--- src/snp_pkg.sv ---
package snp_pkg;
    localparam logic [7:0] OP_SET_LATCH = 8'h06;
    localparam logic [7:0] OP_CLEAR_LATCH = 8'h04;
    localparam logic [7:0] OP_STATUS_READ = 8'h05;
    localparam logic [7:0] OP_STATUS_WRITE = 8'h01;
    localparam logic [7:0] OP_MEM_READ = 8'h03;
    localparam logic [7:0] OP_MEM_WRITE = 8'h02;
    localparam logic [7:0] OP_SOFT_SAVE = 8'h3c;
    localparam logic [7:0] OP_SOFT_RESTORE = 8'h60;
    localparam logic [7:0] OP_AUTOSAVE_ON = 8'h59;
    localparam logic [7:0] OP_AUTOSAVE_OFF = 8'h19;
    localparam logic [7:0] OP_RESERVED = 8'h1e;

    localparam int BIT_BUSY = 0;
    localparam int BIT_LATCH = 1;
    localparam int BIT_GUARD_LO = 2;
    localparam int BIT_GUARD_HI = 3;
    localparam int BIT_PIN_GUARD = 7;
    localparam logic [7:0] STATUS_WRITE_MASK = 8'hfc;
    localparam logic [7:0] STATUS_NV_MASK = 8'h8c;
    localparam logic [2:0] VOLATILE_RESET = 3'h0;

    localparam int ADDR_W = 17;
    localparam logic [16:0] QUARTER_BASE = 17'h18000;
    localparam logic [16:0] HALF_BASE = 17'h10000;

    localparam int SYNC_STAGES = 3;

    typedef enum {
        SNP_IDLE, SNP_OPCODE, SNP_STATUS_OUT, SNP_STATUS_IN, SNP_ADDR, SNP_READ,
        SNP_WRITE, SNP_IGNORE
    } snp_state_e;

    typedef struct packed {
        logic [ADDR_W-1:0] addr;
        logic [7:0] data;
        logic strobe;
    } snp_mem_wr_s;

    typedef struct packed {
        logic save;
        logic restore;
        logic autosaveOn;
        logic autosaveOff;
    } snp_nv_cmd_s;
endpackage

--- src/snp_pin_sync.sv ---
`timescale 1ns/100ps
module snp_pin_sync #(
    parameter int WIDTH = 4,
    parameter logic [WIDTH-1:0] INIT = '0
) (
    input wire logic clk,
    input wire logic resetn,
    input wire logic [WIDTH-1:0] pinIn,
    output logic [WIDTH-1:0] level
);
    logic [WIDTH-1:0] stage1;
    logic [WIDTH-1:0] stage2;
    logic [WIDTH-1:0] stage3;
    logic [WIDTH-1:0] next_level;

    always_comb begin
        next_level = level;
        for (int i = 0; i < WIDTH; i++) begin
            if (stage2[i] == stage3[i]) begin
                next_level[i] = stage2[i];
            end
        end
    end

    always_ff @(posedge clk or negedge resetn) begin
        if (!resetn) begin
            stage1 <= INIT;
            stage2 <= INIT;
            stage3 <= INIT;
            level <= INIT;
        end else begin
            stage1 <= pinIn;
            stage2 <= stage1;
            stage3 <= stage2;
            level <= next_level;
        end
    end
endmodule // snp_pin_sync

--- src/snp_nvram_cmd_protect.sv ---
// What this block does
// [RULE_01] Opcodes land in an 8-bit register; all bytes move most significant bit first.
// [RULE_02] Master opens each instruction with falling chip select; first byte is opcode.
// [RULE_03] Decode 06 set latch, 04 clear latch, 05 read status, 01 write status.
// [RULE_04] Ten instructions: 03 reads array, 02 writes array, 1e is reserved.
// [RULE_05] Decode 3c save, 60 restore, 59 autosave on, 19 autosave off.
// [RULE_06] Status: busy bit 0, latch bit 1, guards bits 2-3, spare 4-6, pin enable 7.
// [RULE_07] Busy reads one while a save or software restore runs.
// [RULE_08] Status write changes only bits 2-7; busy and latch untouched.
// [RULE_09] Spare bits 4-6 are volatile, writable, and zero after power-up.
// [RULE_10] Master should send zeros in bits 4-6 when writing status.
// [RULE_11] Status write is opcode then exactly eight data bits, captured into the register.
// [RULE_12] Master sets the latch before a status write, else it has no effect.
// [RULE_13] Written status becomes nonvolatile only after a later save completes.
// [RULE_14] Write-guard pin matters only while the pin enable bit is one.
// [RULE_15] Memory write, status write and nonvolatile commands need the latch set.
// [RULE_16] With latch clear, write commands are ignored until the next chip select.
// [RULE_17] Set-latch command sets the latch; latch is zero after power-up.
// [RULE_18] Completed write-type commands clear the latch automatically.
// [RULE_19] Clear-latch command clears the latch when chip select rises.
// [RULE_20] Status read shifts out the current status contents.
// [RULE_21] Guards: 00 none, 01 top quarter, 10 top half, 11 whole array.
// [RULE_22] Protected addresses may be read but never written.
// [RULE_23] Unknown opcode: ignore input until next chip select, output stays undriven.
// [RULE_24] Pin low with pin enable set refuses every status write.
// [RULE_25] Burst write through protected space keeps counting, writes nothing, resumes after.
`timescale 1ns/100ps
module snp_nvram_cmd_protect #(
    parameter int ADDR_BYTES = 3
) (
    input wire logic clk,
    input wire logic resetn,
    input wire logic spiSck,
    input wire logic spiCsN,
    input wire logic spiMosi,
    input wire logic writeGuardN,
    output logic spiMiso,
    output logic spiMisoOe,
    input wire logic nvBusy,
    input wire logic [7:0] nvStatusImage,
    input wire logic nvStatusLoad,
    output logic [7:0] statusNvCopy,
    output snp_pkg::snp_nv_cmd_s nvCmd,
    output snp_pkg::snp_mem_wr_s memWr,
    output logic [snp_pkg::ADDR_W-1:0] memRdAddr,
    output logic memRdReq,
    input wire logic [7:0] memRdData,
    output logic hwSaveBusyPin
);
    // The byte counter is two bits wide, so more than four address bytes cannot be counted
    if (ADDR_BYTES * 8 < snp_pkg::ADDR_W || ADDR_BYTES > 4) begin : g_addr_bytes_check
        $error("ADDR_BYTES cannot serve the address space");
    end

    logic [3:0] pinLevel;
    logic sck;
    logic csN;
    logic mosi;
    logic wgN;
    logic sckPrev;
    logic csPrev;

    snp_pin_sync #(.WIDTH(4), .INIT(4'ha)) u_sync (
        .clk(clk),
        .resetn(resetn),
        .pinIn({spiCsN, spiSck, spiMosi, writeGuardN}),
        .level(pinLevel)
    );

    assign csN = pinLevel[3];
    assign sck = pinLevel[2];
    assign mosi = pinLevel[1];
    assign wgN = pinLevel[0];

    wire csFall = csPrev && !csN;
    wire csRise = !csPrev && csN;
    wire sckRise = !csN && !sckPrev && sck;
    wire sckFall = !csN && sckPrev && !sck;

    function automatic logic guarded(input logic [1:0] guard, input logic [16:0] a);
        case (guard) // see [RULE_21]
            2'b00: guarded = 1'b0;
            2'b01: guarded = (a >= snp_pkg::QUARTER_BASE);
            2'b10: guarded = (a >= snp_pkg::HALF_BASE);
            default: guarded = 1'b1;
        endcase
    endfunction

    snp_pkg::snp_state_e state;
    snp_pkg::snp_state_e next_state;
    logic [7:0] shiftIn;
    logic [7:0] next_shiftIn;
    logic [2:0] bitCnt;
    logic [2:0] next_bitCnt;
    logic [1:0] byteCnt;
    logic [1:0] next_byteCnt;
    logic [7:0] opcode;
    logic [7:0] next_opcode;
    logic [7:0] shiftOut;
    logic [7:0] next_shiftOut;
    logic [16:0] addr;
    logic [16:0] next_addr;
    logic latch;
    logic next_latch;
    logic clearAtRise;
    logic next_clearAtRise;
    logic [1:0] guard;
    logic [1:0] next_guard;
    logic pinGuard;
    logic next_pinGuard;
    logic [2:0] spare;
    logic [2:0] next_spare;
    logic wroteData;
    logic next_wroteData;
    logic misoOe;
    logic next_misoOe;
    logic miso;
    logic next_miso;
    snp_pkg::snp_nv_cmd_s next_nvCmd;
    snp_pkg::snp_mem_wr_s next_memWr;
    logic next_memRdReq;
    logic [16:0] next_memRdAddr;

    // see [RULE_06] [RULE_07]
    wire [7:0] statusNow = {pinGuard, spare, guard, latch, nvBusy};

    always_comb begin
        logic [7:0] byteIn;
        logic pinBlocks;
        byteIn = {shiftIn[6:0], mosi}; // see [RULE_01]
        pinBlocks = pinGuard && !wgN; // see [RULE_14]
        next_state = state;
        next_shiftIn = shiftIn;
        next_bitCnt = bitCnt;
        next_byteCnt = byteCnt;
        next_opcode = opcode;
        next_shiftOut = shiftOut;
        next_addr = addr;
        next_latch = latch;
        next_clearAtRise = clearAtRise;
        next_guard = guard;
        next_pinGuard = pinGuard;
        next_spare = spare;
        next_wroteData = wroteData;
        next_misoOe = misoOe;
        next_miso = miso;
        next_nvCmd = '0;
        next_memWr = memWr;
        next_memWr.strobe = 1'b0;
        next_memRdReq = 1'b0;
        next_memRdAddr = memRdAddr;
        if (nvStatusLoad) begin
            next_guard = nvStatusImage[snp_pkg::BIT_GUARD_HI:snp_pkg::BIT_GUARD_LO];
            next_pinGuard = nvStatusImage[snp_pkg::BIT_PIN_GUARD];
        end
        if (csRise || csN) begin
            next_state = snp_pkg::SNP_IDLE;
            next_misoOe = 1'b0;
            if (csRise && clearAtRise) begin
                next_latch = 1'b0; // see [RULE_18] [RULE_19]
            end
            if (csRise && wroteData) begin
                next_latch = 1'b0; // see [RULE_18]
            end
            if (csRise) begin
                next_clearAtRise = 1'b0;
                next_wroteData = 1'b0;
            end
        end else if (csFall) begin
            next_state = snp_pkg::SNP_OPCODE; // see [RULE_02]
            next_bitCnt = 3'h0;
            next_byteCnt = 2'h0;
        end else if (sckRise) begin
            next_shiftIn = byteIn;
            next_bitCnt = bitCnt + 3'h1;
            case (state)
                snp_pkg::SNP_OPCODE: begin
                    if (bitCnt == 3'h7) begin
                        next_opcode = byteIn;
                        next_state = snp_pkg::SNP_IGNORE;
                        // see [RULE_03] [RULE_04] [RULE_05] [RULE_15] [RULE_16] [RULE_23]
                        if (byteIn == snp_pkg::OP_SET_LATCH) begin
                            next_latch = 1'b1; // see [RULE_17]
                        end else if (byteIn == snp_pkg::OP_CLEAR_LATCH) begin
                            next_clearAtRise = 1'b1;
                        end else if (byteIn == snp_pkg::OP_STATUS_READ) begin
                            next_state = snp_pkg::SNP_STATUS_OUT; // see [RULE_20]
                            next_shiftOut = statusNow;
                        end else if (byteIn == snp_pkg::OP_STATUS_WRITE) begin
                            if (latch && !pinBlocks) begin // see [RULE_24]
                                next_state = snp_pkg::SNP_STATUS_IN;
                            end
                        end else if (byteIn == snp_pkg::OP_MEM_READ ||
                                     (byteIn == snp_pkg::OP_MEM_WRITE && latch)) begin
                            next_state = snp_pkg::SNP_ADDR;
                            next_byteCnt = 2'h0;
                        end else if (latch && byteIn == snp_pkg::OP_SOFT_SAVE) begin
                            next_nvCmd.save = 1'b1;
                            next_clearAtRise = 1'b1;
                        end else if (latch && byteIn == snp_pkg::OP_SOFT_RESTORE) begin
                            next_nvCmd.restore = 1'b1;
                            next_clearAtRise = 1'b1;
                        end else if (latch && byteIn == snp_pkg::OP_AUTOSAVE_ON) begin
                            next_nvCmd.autosaveOn = 1'b1;
                            next_clearAtRise = 1'b1;
                        end else if (latch && byteIn == snp_pkg::OP_AUTOSAVE_OFF) begin
                            next_nvCmd.autosaveOff = 1'b1;
                            next_clearAtRise = 1'b1;
                        end
                    end
                end
                snp_pkg::SNP_STATUS_IN: begin
                    if (bitCnt == 3'h7) begin
                        // see [RULE_08] [RULE_09] [RULE_11] [RULE_13]
                        next_guard = byteIn[snp_pkg::BIT_GUARD_HI:snp_pkg::BIT_GUARD_LO];
                        next_pinGuard = byteIn[snp_pkg::BIT_PIN_GUARD];
                        next_spare = byteIn[6:4];
                        next_wroteData = 1'b1;
                        next_state = snp_pkg::SNP_IGNORE;
                    end
                end
                snp_pkg::SNP_ADDR: begin
                    if (bitCnt == 3'h7) begin
                        next_addr = {addr[8:0], byteIn};
                        next_byteCnt = byteCnt + 2'h1;
                        if (byteCnt == 2'(ADDR_BYTES - 1)) begin
                            if (opcode == snp_pkg::OP_MEM_READ) begin
                                next_state = snp_pkg::SNP_READ;
                                next_memRdReq = 1'b1;
                                next_memRdAddr = {addr[8:0], byteIn};
                            end else begin
                                next_state = snp_pkg::SNP_WRITE;
                            end
                        end
                    end
                end
                snp_pkg::SNP_WRITE: begin
                    if (bitCnt == 3'h7) begin
                        if (!guarded(guard, addr)) begin // see [RULE_22] [RULE_25]
                            next_memWr.strobe = 1'b1;
                            next_memWr.addr = addr;
                            next_memWr.data = byteIn;
                        end
                        next_wroteData = 1'b1;
                        next_addr = addr + 17'h1;
                    end
                end
                snp_pkg::SNP_READ: begin
                    if (bitCnt == 3'h7) begin
                        next_addr = addr + 17'h1;
                        next_memRdReq = 1'b1;
                        next_memRdAddr = addr + 17'h1;
                    end
                end
                default: begin
                end
            endcase
        end else if (sckFall) begin
            if (state == snp_pkg::SNP_STATUS_OUT) begin
                next_misoOe = 1'b1;
                next_miso = shiftOut[7];
                next_shiftOut = {shiftOut[6:0], shiftOut[7]};
            end else if (state == snp_pkg::SNP_READ) begin
                next_misoOe = 1'b1;
                next_miso = (bitCnt == 3'h0) ? memRdData[7] : shiftOut[7];
                next_shiftOut = (bitCnt == 3'h0) ? {memRdData[6:0], 1'b0} :
                    {shiftOut[6:0], 1'b0};
            end else begin
                next_misoOe = 1'b0; // see [RULE_23]
            end
        end
    end

    always_ff @(posedge clk or negedge resetn) begin
        if (!resetn) begin
            state <= snp_pkg::SNP_IDLE;
            shiftIn <= 8'h00;
            bitCnt <= 3'h0;
            byteCnt <= 2'h0;
            opcode <= 8'h00;
            shiftOut <= 8'h00;
            addr <= 17'h00000;
            latch <= 1'b0;
            clearAtRise <= 1'b0;
            guard <= 2'h0;
            pinGuard <= 1'b0;
            spare <= snp_pkg::VOLATILE_RESET;
            wroteData <= 1'b0;
            misoOe <= 1'b0;
            miso <= 1'b0;
            nvCmd <= '0;
            memWr <= '0;
            memRdReq <= 1'b0;
            memRdAddr <= 17'h00000;
            sckPrev <= 1'b0;
            csPrev <= 1'b1;
        end else begin
            state <= next_state;
            shiftIn <= next_shiftIn;
            bitCnt <= next_bitCnt;
            byteCnt <= next_byteCnt;
            opcode <= next_opcode;
            shiftOut <= next_shiftOut;
            addr <= next_addr;
            latch <= next_latch;
            clearAtRise <= next_clearAtRise;
            guard <= next_guard;
            pinGuard <= next_pinGuard;
            spare <= next_spare;
            wroteData <= next_wroteData;
            misoOe <= next_misoOe;
            miso <= next_miso;
            nvCmd <= next_nvCmd;
            memWr <= next_memWr;
            memRdReq <= next_memRdReq;
            memRdAddr <= next_memRdAddr;
            sckPrev <= sck;
            csPrev <= csN;
        end
    end

    assign spiMiso = miso;
    assign spiMisoOe = misoOe;
    assign statusNvCopy = statusNow & snp_pkg::STATUS_NV_MASK;
    assign hwSaveBusyPin = nvBusy;
endmodule // snp_nvram_cmd_protect

--- config.mk ---
export PLATFORM = sky130hd
export DESIGN_NAME = snp_nvram_cmd_protect
export DESIGN_NICKNAME = d
export VERILOG_FILES = /design/src/snp_pkg.sv /design/src/snp_pin_sync.sv /design/src/snp_nvram_cmd_protect.sv
export SDC_FILE = /design/constraint.sdc
export NUM_CORES = 1
export LEC_CHECK = 0
export BUFFER_PORTS_ARGS = -buffer_cell sky130_fd_sc_hd__buf_2
export CORE_UTILIZATION = 59
export CTS_BUF_LIST = sky130_fd_sc_hd__clkbuf_16
export CTS_CLUSTER_SIZE = 16
export DETAILED_ROUTE_END_ITERATION = 7
export PLACE_DENSITY_LB_ADDON = 0.2
export RECOVER_POWER = 50
export SLEW_MARGIN = 25
export SYNTH_ARGS = -nofsm -noshare
export SYNTH_HDL_FRONTEND = slang
export SYNTH_SLANG_ARGS = --single-unit
export TNS_END_PERCENT = 20
--- constraint.sdc ---
create_clock -name clk -period 4.65 [get_ports clk]
set_clock_uncertainty 0.1 [all_clocks]
set_input_delay 0.6975 -clock clk [delete_from_list [all_inputs] [get_ports clk]]
set_output_delay 0.6975 -clock clk [all_outputs]
set_load 0.02 [all_outputs]
==> Word-level counts from Yosys, hierarchy flattened <==
Cells that the tools add are included.
Widths: inputs -> output; s select.
{ "op_classes": {"add_sub_neg": 3, "n_mul": 0, "div_mod_pow": 0, "magnitude_cmp": 2, "eq_ne": 55, "n_shift": 0, "muxes": 130, "bitwise": 4, "n_reduce_logical": 58} }
{ "ops": {"columns": ["cell", "n"], "rows": [
  ["$mux 32", 11],
  ["$eq 32x3->1 const B", 4],
  ["$pmux 32 s3", 1],
  ["$mux 17", 5],
  ["$mux 8", 10],
  ["$pmux 17 s2", 2],
  ["$mux 1", 66],
  ["$mux 4", 10],
  ["$mux 2", 18],
  ["$ge 17x17->1 const B", 2],
  ["$eq 32x1->1 const B", 1],
  ["$eq 32x2->1 const B", 1],
  ["$eq 32x4->1 const B", 1],
  ["$ne 3x3->1 const B", 10],
  ["$eq 8x2->1 const B", 3],
  ["$eq 8x3->1 const B", 3],
  ["$reduce_and 6->1", 4],
  ["$reduce_bool 2->1", 11],
  ["$reduce_and 10->1", 2],
  ["$reduce_and 5->1", 4],
  ["$add 17x1->17 const B", 1],
  ["$eq 8x7->1 const B", 2],
  ["$ne 2x2->1 const B", 8],
  ["$ne 4x4->1 const B", 4],
  ["29 further kinds", 68]
]} }
{ "word_totals": {"ff_bits": 154, "latch_bits": 0, "ram_bits": 0, "rom_bits": 0, "input_bits": 24, "out_inout_bits": 59, "elab_cells": 285, "memories": 0} }

==> Logic depth before layout (Yosys ltp) <==
Gate-level depths: netlist of run 1.
{ "logic_depth": {"depth_word": 16, "mapped_depth": 8, "ltp_nobuf": 8} }

==> By module <==
Synthesis of run 1 repeated with hierarchy kept, for this count alone.
{ "unflattened": {"cells_unflattened": 557, "area_unflattened_um2": 5896.9} }
{ "by_module_without_submodules": {"columns": ["mod", "instances", "cells_each", "area_per_inst_um2"], "rows": [
  ["snp_nvram_cmd_protect", 1, 537, 5441.5],
  ["snp_pin_sync", 1, 20, 455.4]
]} }

==> Least setup slack after synthesis of run 1 <==
OpenSTA, ideal clock, no wires.
{ "synth_path": {"kind": "reg2reg", "startpoint": "register bitCnt[0]", "endpoint": "register memWr[12] (netlist name)", "setup_ns": 0.125, "arrival_time_ns": 2.078, "t_required_ns": 4.425, "setup_slack_ns": 2.347, "stages_incl_launch_ff": 8, "synth_period_minus_slack_ns": 2.303, "path_cell_list": "dfrtp_1 ha_1 ha_1 clkbuf_1 nand3_1 a311oi_4 buf_6 mux2_2"} }
{ "synth_between": {"elab_chain_cells": 2} }
{ "synth_lines": {"columns": ["element", "line_no", "source"], "rows": [
  ["start: declaration", "snp_nvram_cmd_protect.sv:93", "logic [2:0] bitCnt;"],
  ["start signal: assignment", "snp_nvram_cmd_protect.sv:300", "bitCnt <= next_bitCnt;"],
  ["$eq 3x3->1", "snp_nvram_cmd_protect.sv:238", "if (bitCnt == 3'h7) begin"],
  ["$reduce_and 6->1 (no source line)", null, null],
  ["end signal: assignment", "snp_nvram_cmd_protect.sv:314", "memWr <= next_memWr;"],
  ["end: declaration", "snp_nvram_cmd_protect.sv:44", "output snp_pkg::snp_mem_wr_s memWr,"]
]} }
No other way between the ends.
A chain may end at the register's enable or synchronous reset.

==> results of run 1 <==
==> stage by stage <==
| step | cell area [um2] | hold WS, ps |
|---|---|---|
| global placement | 6400 | 232 |
| CTS | 6960 | 255 |
| floorplan | 6070 | 231 |
| global route | 6940 | 262 |
| detailed placement | 6400 | 243 |
| finish | 6940 | 252 |
==> registers in the layout, indices dropped and copies added, names as in the netlist, 2 cells and up <==
name / cells
nvCmd: 4
memRdAddr: 17
spare: 3
u_sync.stage3: 4
u_sync.level: 4
opcode: 8
u_sync.stage2: 4
shiftIn: 7
state: 3
guard: 2
u_sync.stage1: 4
shiftOut: 8
memWr: 26
bitCnt: 3
byteCnt: 2
addr: 17
==> routing by layer <==
layer  up-vias  routed length [um]
met5         -                   0
met4         0                 299
met3        32                 987
met2       211                6670
met1      2359                6380
li1       2185                   -
==> final cells by class <==
type                            count  area share (%)
Sequential cell                   125            45.3
Timing Repair Buffer               76            5.36
Inverter                           10           0.541
Multi-Input combinational cell    411            38.3
Tap cell                          133            2.40
Clock inverter                     15            2.00
Clock buffer                       17            6.13
==> final timing paths <==
kind	slack, ps	end	depth (start not counted)
max	1640	addr[10]	2
min	250	u_sync.stage2[2]	0
max reg2reg	1640	memWr[11]	5
min reg2reg	250	u_sync.stage2[2]	0
max in group clk	1640	memWr[11]	5
min in group asynchronous	660	opcode[5]	1
==> placed cells by master, fill, tap and decap left out, drive strengths merged, types with 7 or more instances in the layout <==
| master | Yosys | layout |
|---|---|---|
| a21oi | 33 | 33 |
| a22oi | 10 | 10 |
| buf | 12 | 66 |
| clkbuf | 36 | 27 |
| clkinvlp | 0 | 7 |
| dfrtp | 116 | 116 |
| dfstp | 9 | 9 |
| inv | 10 | 16 |
| mux2 | 43 | 43 |
| mux2i | 13 | 13 |
| nand2 | 66 | 66 |
| nand2b | 7 | 7 |
| nand3 | 19 | 19 |
| nand3b | 7 | 7 |
| nand4 | 8 | 8 |
| nor2 | 40 | 40 |
| nor3 | 11 | 11 |
| nor4 | 7 | 7 |
| o21ai | 45 | 45 |
| o22ai | 9 | 9 |
| xnor2 | 9 | 9 |
==> cells by family after synthesis <==
group | count (synthesis)
adder cells (fa/ha/maj) | 10
buffers and inverters | 58
XOR/XNOR | 14
other | 1
flip-flops | 125
multiplexers | 56
AO/OA/AOI/OAI | 126
AND/OR/NAND/NOR | 200
==> power by group <==
| group | total (mW) | internal (mW) | switching (mW) |
|---|---|---|---|
| logic | 0.291 | 0.130 | 0.161 |
| clock network | 1.26 | 0.741 | 0.518 |
| registers | 1.27 | 1.13 | 0.140 |
| total | 2.82 | 2.00 | 0.819 |
==> worst register-to-register path, cell delays in order (launching register included) <==
cell and delay, ps:
dfstp_1 580, nor4b_4 920, nand3_1 250, a311oi_4 300, buf_4 350, mux2_2 390
==> impl_metrics.csv, run 1 <==
group,metric,value,unit
outcome,status,"complete, but fails checks",
outcome,violations,"capacitance limit, slew limit",
yosys,synthAdderAreaFrac,1.90,%
critical_path,path_delay_family,"buffers and inverters",
clocking,cts_tree,"yes",
timing,rsz0062_at_grt,"no",
grt,grt_util_met1,41.8,%
floorplanning,rows,36,
grt,grt_util_met3,6.12,%
drt,wl_per_cell,18.2,um
worst_hold_path,hold_path.class,"reg -> reg",
yosys,synth.top_cells.by_count,"dfrtp_1, nand2_1, o21ai_0",
floorplanning,coreArea,9860,um2
clocking,insertion_delay,420,ps
final_layout,multi_input_area,2660,um2
timing,worstMarginPinSlew,1760,ps
power_and_ir_drop,irDropWorstVdd,0.000322,V
drt,viasPerCell,6.08,
yosys,synth_top_area_share,48.0,%
floorplanning,chipWidth,103,um
floorplanning,initial_utilization,61.3,%
clocking,cts_hold_buffers,0,
yosys,synth_top_family_by_area,"simple AND/OR/NAND/NOR gates",
final_layout,final-seq-area,3140,um2
timing,max_freq,0.332,GHz
timing,final.min_clock_period,3010,ps
yosys,yosys_warnings,0,
grt,use_met2,45.0,%
power_and_ir_drop,leakagePower,3.21,nW
yosys,post_synth_num_cell_types,59,
yosys,synth-simple-area-share,16.8,%
flow_run,cap_violations,2,
critical_path,critPathKind,"in -> async",
clocking,path_clk_slew,60,ps
clocking,numCtsBuffers,17,
clocking,cts_resized,0,
yosys,async_flop_share,100,%
yosys,seq_area_frac_synth,51.9,%
grt,grt_usage,29.4,%
timing,slew_viol_final,103,
yosys,synth.area.top_cells,"dfrtp_1, mux2_2, nand2_1",
final_layout,fillers,750,
grt,top_usage_layer,"met2",
critical_path,worstPathCellList,"clkbuf_2 -> clkbuf_1",
yosys,synth_ff_type,"dfrtp_1",
worst_hold_path,min-delay-start,"u_sync.stage1[2]",
yosys,synth_area_per_cell,10.3,um2
yosys,synth_compound_area_share,12.8,%
placed_design,gp_congestion,0.867,
timing,setup_viol,0,
critical_path,required,4810,ps
floorplanning,pin_count,83,
critical_path,worst_path_max_delay_cell,"clkbuf_2",
final_layout,final_cells,787,
floorplanning,die_h,103,um
final_layout,layout.nets,671,
drt,first_pass_iters,6,
critical_path,r2r_start,"u_sync.level[3]",
yosys,synth_xor_area_share,2.03,%
drt,ant_nets,0,
drt,drc_errors,0,
critical_path,arrival,3170,ps
final_layout,syn_to_final_growth,14.6,%
grt,antenna_found_initial,0,
clocking,post_cts_buffers,0,
timing,tns,0,ps
timing,maxSlewHeadroom,-17.6,%
final_layout,layout-drive-gt1-share,24.0,%
final_layout,final_util,70.3,%
clocking,cts.path.max_buffers,2,
drt,wl,14300,um
grt,grt-ovfl-total,0,
floorplanning,die_area,10700,um2
critical_path,start_kind,"input port",
clocking,clock_sinks,125,
yosys,yosysMostFrequentCell,"dfrtp_1",
drt,drt_iter0_markers,427,
clocking,ctsRootBufferMaster,"clkbuf_16",
critical_path,critPathBufInv,2,
power_and_ir_drop,power,2.82,mW
critical_path,crit_start,"resetn",
critical_path,critPathMaxFanout,74,
drt,via_count,4787,
placed_design,place_ws,1850,ps
placed_design,port_buffers,72,
placed_design,place_inst,755,
yosys,syn_inst,590,
timing,fin_crit_sh,64.8,%
yosys,muxShareOfSynthArea,10.2,%
critical_path,cp-end-kind,"asynchronous set/reset pin",
yosys,netlist_area,6050,um2
placed_design,dp_hpwl,9300,um
critical_path,critPathMaxStageDelay,1250,ps
yosys,synth_edf_count,0,
yosys,synth_top_cell_by_area,"dfrtp_1",
grt,grt_pass1_wl,23100,um
timing,worst_slack,1640,ps
clocking,htree_num_levels,4,
power_and_ir_drop,powerDensity,407,nW/um2
grt,grt_pass1_vias,4523,
grt,grt_max_degree,75,
final_layout,insertedDiodeCount,0,
yosys,ys_ff_latch,125,
timing,hold_viol,0,
(Power assumes the default switching activity.)
==> run 2: changes to the inputs <==
Settings changed: ABC_AREA set to 1, CORE_UTILIZATION 59 to 52.
Clock period 4.65 ns to 2.7 ns, I/O delays scaled along.
==> run 2 against run 1 <==
Effect of this change: the flow still finishes with violations (capacitance limit, slew limit); power grew 77%; worst hold slack worse by 45 ps; synthesized area increased by 1.5%; die area increased by 15%; count of clock-buffer cells in the layout did not move; setup slack got worse by 1200 ps; clock power rose by 86%; wire length grew 4.8%; sequential power rose by 63%; critical path depth up 3; sequential cell count did not move; cell count rose by 27%; critical path type is now reg -> reg.
==> impl_metrics.csv, run 2 <==
group,metric,value,unit
placed_design,port_buffers,72,
final_layout,insertedDiodeCount,0,
yosys,yosysMostFrequentCell,"nand2_1",
final_layout,final_cells,1002,
grt,grt_max_degree,126,
floorplanning,die_h,111,um
drt,ant_nets,0,
timing,hold_viol,0,
yosys,post_synth_num_cell_types,39,
clocking,path_clk_slew,60,ps
grt,grt_usage,26.3,%
floorplanning,die_area,12200,um2
clocking,insertion_delay,420,ps
yosys,synth_top_cell_by_area,"dfrtp_1",
grt,grt-ovfl-total,0,
final_layout,layout.nets,876,
floorplanning,coreArea,11500,um2
drt,drt_iter0_markers,431,
clocking,numCtsBuffers,17,
outcome,violations,"capacitance limit, slew limit",
power_and_ir_drop,leakagePower,3.60,nW
power_and_ir_drop,sequentialPowerShare,41.5,%
worst_hold_path,hold_path.class,"in -> reg",
final_layout,final_cell_mix,"nand2_1, dfrtp_1, nor2_1",
yosys,async_flop_share,100,%
critical_path,arrival,2470,ps
critical_path,worstPathCellList,"inv_1 -> nand3_4 -> nor3_4 -> nand2_1 -> o21ai_0",
timing,maxSlewHeadroom,-9.90,%
drt,via_count,5285,
yosys,synth_top_area_share,47.3,%
yosys,synth.top_cells.by_count,"nand2_1, dfrtp_1, nor2_1",
yosys,syn_inst,769,
drt,wl_per_cell,15.0,um
final_layout,final_common_cell,"nand2_1",
power_and_ir_drop,power_frac_comb,11.7,%
yosys,yosys_warnings,0,
timing,tns,0,ps
critical_path,required,2920,ps
grt,grt_pass1_vias,5206,
yosys,synth_ff_type,"dfrtp_1",
critical_path,r2r_slack,440,ps
outcome,status,"complete, but fails checks",
timing,final.min_clock_period,2260,ps
grt,antenna_found_initial,0,
placed_design,place_inst,966,
yosys,synth_edf_count,0,
drt,wl,15000,um
yosys,ys_ff_latch,125,
floorplanning,initial_utilization,53.6,%
drt,first_pass_iters,5,
critical_path,critPathMaxFanout,22,
critical_path,critPathMaxStageDelay,460,ps
critical_path,critPathKind,"reg -> reg",
critical_path,worst_path_max_delay_cell,"dfstp_1",
timing,max_freq,0.443,GHz
critical_path,start_kind,"register",
final_layout,syn_to_final_growth,17.5,%
power_and_ir_drop,clockPowerShare,46.8,%
final_layout,fillers,1020,
floorplanning,pin_count,83,
timing,slew_viol_final,126,
timing,fin_crit_sh,83.6,%
placed_design,post_dp_cell_area,6580,um2
yosys,synth.area.top_cells,"dfrtp_1, nand2_1, o21ai_0",
clocking,cts.path.max_buffers,2,
floorplanning,chipWidth,111,um
power_and_ir_drop,p_sw,1.35,mW
clocking,htree_num_levels,4,
grt,grt_pass1_wl,25300,um
timing,rsz0062_at_grt,"no",
critical_path,cp-end-kind,"register",
yosys,netlist_area,6140,um2
yosys,synth_area_per_cell,7.99,um2
clocking,ctsRootBufferMaster,"clkbuf_16",
power_and_ir_drop,netSwitchingFraction,27.1,%
timing,setup_viol,0,
drt,drc_errors,0,
clocking,clock_sinks,125,
power_and_ir_drop,powerDensity,693,nW/um2
placed_design,dp_hpwl,10500,um
timing,worstMarginPinSlew,1650,ps
final_layout,reg_top3,"memWr (26), addr (17), memRdAddr (17)",
yosys,seq_area_frac_synth,51.1,%
placed_design,gp_congestion,0.989,
timing,hold_ws,207,ps
final_layout,regMostFlops,"memWr",
flow_run,cap_violations,1,
power_and_ir_drop,irDropWorstVdd,0.000531,V
drt,viasPerCell,5.27,
final_layout,fin_area,7210,um2
clocking,cts_tree,"yes",
power_and_ir_drop,p_int,3.64,mW
floorplanning,rows,39,
final_layout,layout-drive-gt1-share,15.4,%
final_layout,largest_register_ffs,26,
run 2: cell types whose count changed in the layout (fill, tap and decap cells not counted), moves of 10 or more:
| cell | delta |
|---|---|
| mux2i_1 | -12 |
| nand3_1 | +28 |
| nor2_1 | +39 |
| a22oi_1 | -10 |
| nand2_1 | +196 |
| o21ai_0 | +27 |
| o21ai_1 | +11 |
| inv_1 | +49 |
| a21oi_1 | -21 |
| mux2_2 | -42 |
run 2: worst paths after layout:
check,from,to,depth (start not counted)
hold reg to reg,u_sync.stage1[0],u_sync.stage2[0],0
setup reg to reg,u_sync.level[3],opcode[1],5
setup / recovery,u_sync.level[3],opcode[1],5
min in group asynchronous,resetn,memWr[20],2
hold / removal,memRdData[7],spiMiso,3
max in group asynchronous,resetn,addr[11],2
run 2: logic make-up after synthesis:
logic type                 Yosys count  synth area share [%]
buffers and inverters               89                  6.46
and+or+nand+nor                    420                  28.9
other                                1                0.0611
AOI/OAI and AO/OA                  116                  10.4
adders and majority gates           10                  1.87
muxes                                1                 0.163
DFF                                125                  51.1
xor gates and xnor gates             7                 0.998
run 2: critical path: cells and delay by family, from the launching register on:
family          cells  cell delay [ps]
compound gates      1              310
buf+inv             1              290
flops               1              460
simple gates        3              990
run 2: through the flow:
stage | total power, mW | worst slack [ps] | utilization, %
floorplan | 2.47 | 992 | -
global placement | 2.67 | 716 | 57.4
detailed placement | 2.68 | 664 | 57.4
CTS | 5.03 | 630 | 63.0
global route | 5.18 | 244 | 62.9
finish | 5.00 | 444 | 62.9
run 2: routing by layer:
layer	global-route usage, %	wire length (um)
met4	15.0	555
met5	0	0
met3	5.47	690
met1	32.2	6450
met2	43.2	7330
run 2: what timing repair did:
| item | 4_1_cts | 5_1_grt |
|---|---|---|
| gates resized for setup | 0 | 0 |
| setup buffers | 0 | 0 |
| hold endpoints to repair | 4 | 0 |
| hold buffers | 4 | 0 |
run 2: power by group through the flow:
stage	combinational [mW]	clock (mW)	sequential (mW)
finish	0.585	2.34	2.07
global placement	0.570	0	2.10
detailed placement	0.581	0	2.10
floorplan	0.401	0	2.07
global route	0.659	2.44	2.08
CTS	0.589	2.37	2.07
run 2: cell type report:
type	instances	area, um2	area share (%)
clock buffers	17	425	5.90
clock inverters	15	180	2.50
inverters	62	233	3.23
multi-input cells	559	2620	36.3
flip-flops and latches	125	3140	43.5
well taps	143	179	2.48
repair buffers	81	437	6.05
==> run 3: changes to the inputs <==
Settings changed: CORE_UTILIZATION 52 to 58.
Clock period 2.7 ns to 2.26 ns, I/O delays scaled along.
==> run 3 against run 2 <==
Effect of this change: the run now ends clean; sequential share of layout area fell by 0.43 points; setup slack got worse by 260 ps; design area rose by 0.99%; sequential cell count did not move; power rose by 20%; combinational power rose by 29%; largest power group unchanged; wire length rose by 4.5%; non-clock buffer count rose by 10; clock power rose by 18%; first-iteration DRC count rose by 11%; cell count rose by 0.30%; critical path type unchanged; critical endpoint unchanged.
==> impl_metrics.csv, run 3 (same netlist as run 2, synthesis figures left out) <==
group,metric,value,unit
power_and_ir_drop,leakagePower,3.62,nW
critical_path,start_kind,"register",
final_layout,fin_area,7280,um2
placed_design,post_dp_cell_area,6670,um2
final_layout,final_cell_mix,"nand2_1, dfrtp_1, nor2_1",
placed_design,port_buffers,72,
critical_path,cp-end-kind,"register",
timing,setup_viol,0,
clocking,ctsRootBufferMaster,"clkbuf_16",
worst_hold_path,hold_path.class,"in -> reg",
final_layout,layout.nets,886,
floorplanning,rows,37,
drt,wl_per_cell,15.6,um
drt,first_pass_iters,5,
flow_run,cap_violations,0,
timing,hold_ws,120,ps
grt,grt_pass1_vias,5545,
clocking,htree_num_levels,4,
drt,viasPerCell,5.44,
timing,max_freq,0.482,GHz
clocking,cts_resized,0,
final_layout,fillers,839,
clocking,cts.path.max_buffers,2,
final_layout,syn_to_final_growth,18.6,%
final_layout,reg_top3,"memWr (26), addr (17), memRdAddr (17)",
critical_path,critPathKind,"reg -> reg",
drt,drc_errors,0,
clocking,path_clk_slew,60,ps
timing,worst_slack,184,ps
critical_path,critPathMaxFanout,22,
grt,antenna_found_initial,0,
final_layout,multi_input_area,2620,um2
floorplanning,initial_utilization,59.8,%
floorplanning,die_h,105,um
final_layout,layout-drive-gt1-share,15.9,%
drt,via_count,5468,
power_and_ir_drop,powerDensity,823,nW/um2
clocking,insertion_delay,420,ps
timing,fin_crit_sh,91.9,%
drt,wl,15700,um
floorplanning,die_area,11000,um2
power_and_ir_drop,irDropWorstVdd,0.000530,V
clocking,clock_sinks,125,
grt,grt_usage,30.7,%
timing,worstMarginPinSlew,1070,ps
drt,drt_iter0_markers,477,
placed_design,dp_hpwl,11100,um
clocking,cts_hold_buffers,5,
timing,tns,0,ps
placed_design,gp_congestion,0.911,
timing,hold_viol,0,
timing,slew_viol_final,0,
final_layout,final_common_cell,"nand2_1",
drt,ant_nets,0,
floorplanning,coreArea,10300,um2
timing,maxSlewHeadroom,28.8,%
critical_path,required,2480,ps
clocking,post_cts_buffers,0,
timing,final.min_clock_period,2080,ps
final_layout,final-seq-area,3140,um2
timing,rsz0062_at_grt,"no",
final_layout,insertedDiodeCount,0,
clocking,cts_tree,"yes",
placed_design,place_ws,233,ps
final_layout,regMostFlops,"memWr",
outcome,status,"finished clean",
clocking,numCtsBuffers,17,
floorplanning,pin_count,83,
final_layout,largest_register_ffs,26,
power_and_ir_drop,power,6.00,mW
critical_path,arrival,2290,ps
floorplanning,chipWidth,105,um
grt,grt_pass1_wl,25900,um
grt,grt-ovfl-total,0,
grt,grt_max_degree,52,
-- run 3: cell count changes in the layout (fill, tap and decap cells not counted), moves of 3 or more --
cell	delta
buf_2	-5
inv_6	+3
clkbuf_1	+5
buf_4	+6
-- run 3: layer usage --
layer,global-route usage [%],share of wire (%)
met1,34.5,41
met2,54.8,52
met3,6.80,4.1
met4,15.7,3.5
met5,0,0
-- run 3: final cells by class --
| type | count | share of cell area (%) |
|---|---|---|
| Sequential cell | 125 | 43.1 |
| Multi-Input combinational cell | 559 | 35.9 |
| Timing Repair Buffer | 91 | 7.25 |
| Clock buffer | 17 | 5.84 |
| Inverter | 62 | 3.19 |
| Clock inverter | 15 | 2.35 |
| Tap cell | 136 | 2.34 |
-- run 3: stage by stage --
stage / util [%] / cells
CTS: 71.2 / 1005
finish: 70.9 / 1005
detailed placement: 64.9 / 968
global route: 70.9 / 1005
floorplan: - / 773
global placement: 64.9 / 968
-- run 3: critical path: stages, from the launching register on --
cell and delay, ps:
dfstp_2 420, inv_2 160, nand3_4 270, nor3_4 330, nand2_1 350, o21ai_0 340
-- run 3: path summary, 6_finish.rpt --
kind,slack (ps),endpoint,cells past startpoint,startpoint
setup / recovery,180,opcode[1],5,u_sync.level[3]
hold / removal,120,spiMiso,3,memRdData[7]
setup reg to reg,180,opcode[1],5,u_sync.level[3]
hold reg to reg,260,u_sync.stage2[3],0,u_sync.stage1[3]
max in group asynchronous,420,memRdAddr[8],3,resetn
min in group asynchronous,550,memWr[22],2,resetn
-- run 3: report_power, final --
| part | leakage (nW) | switching, mW | internal (mW) |
|---|---|---|---|
| sequential | 1.63 | 0.145 | 2.34 |
| clock | 0.283 | 1.03 | 1.73 |
| combinational | 1.70 | 0.522 | 0.233 |
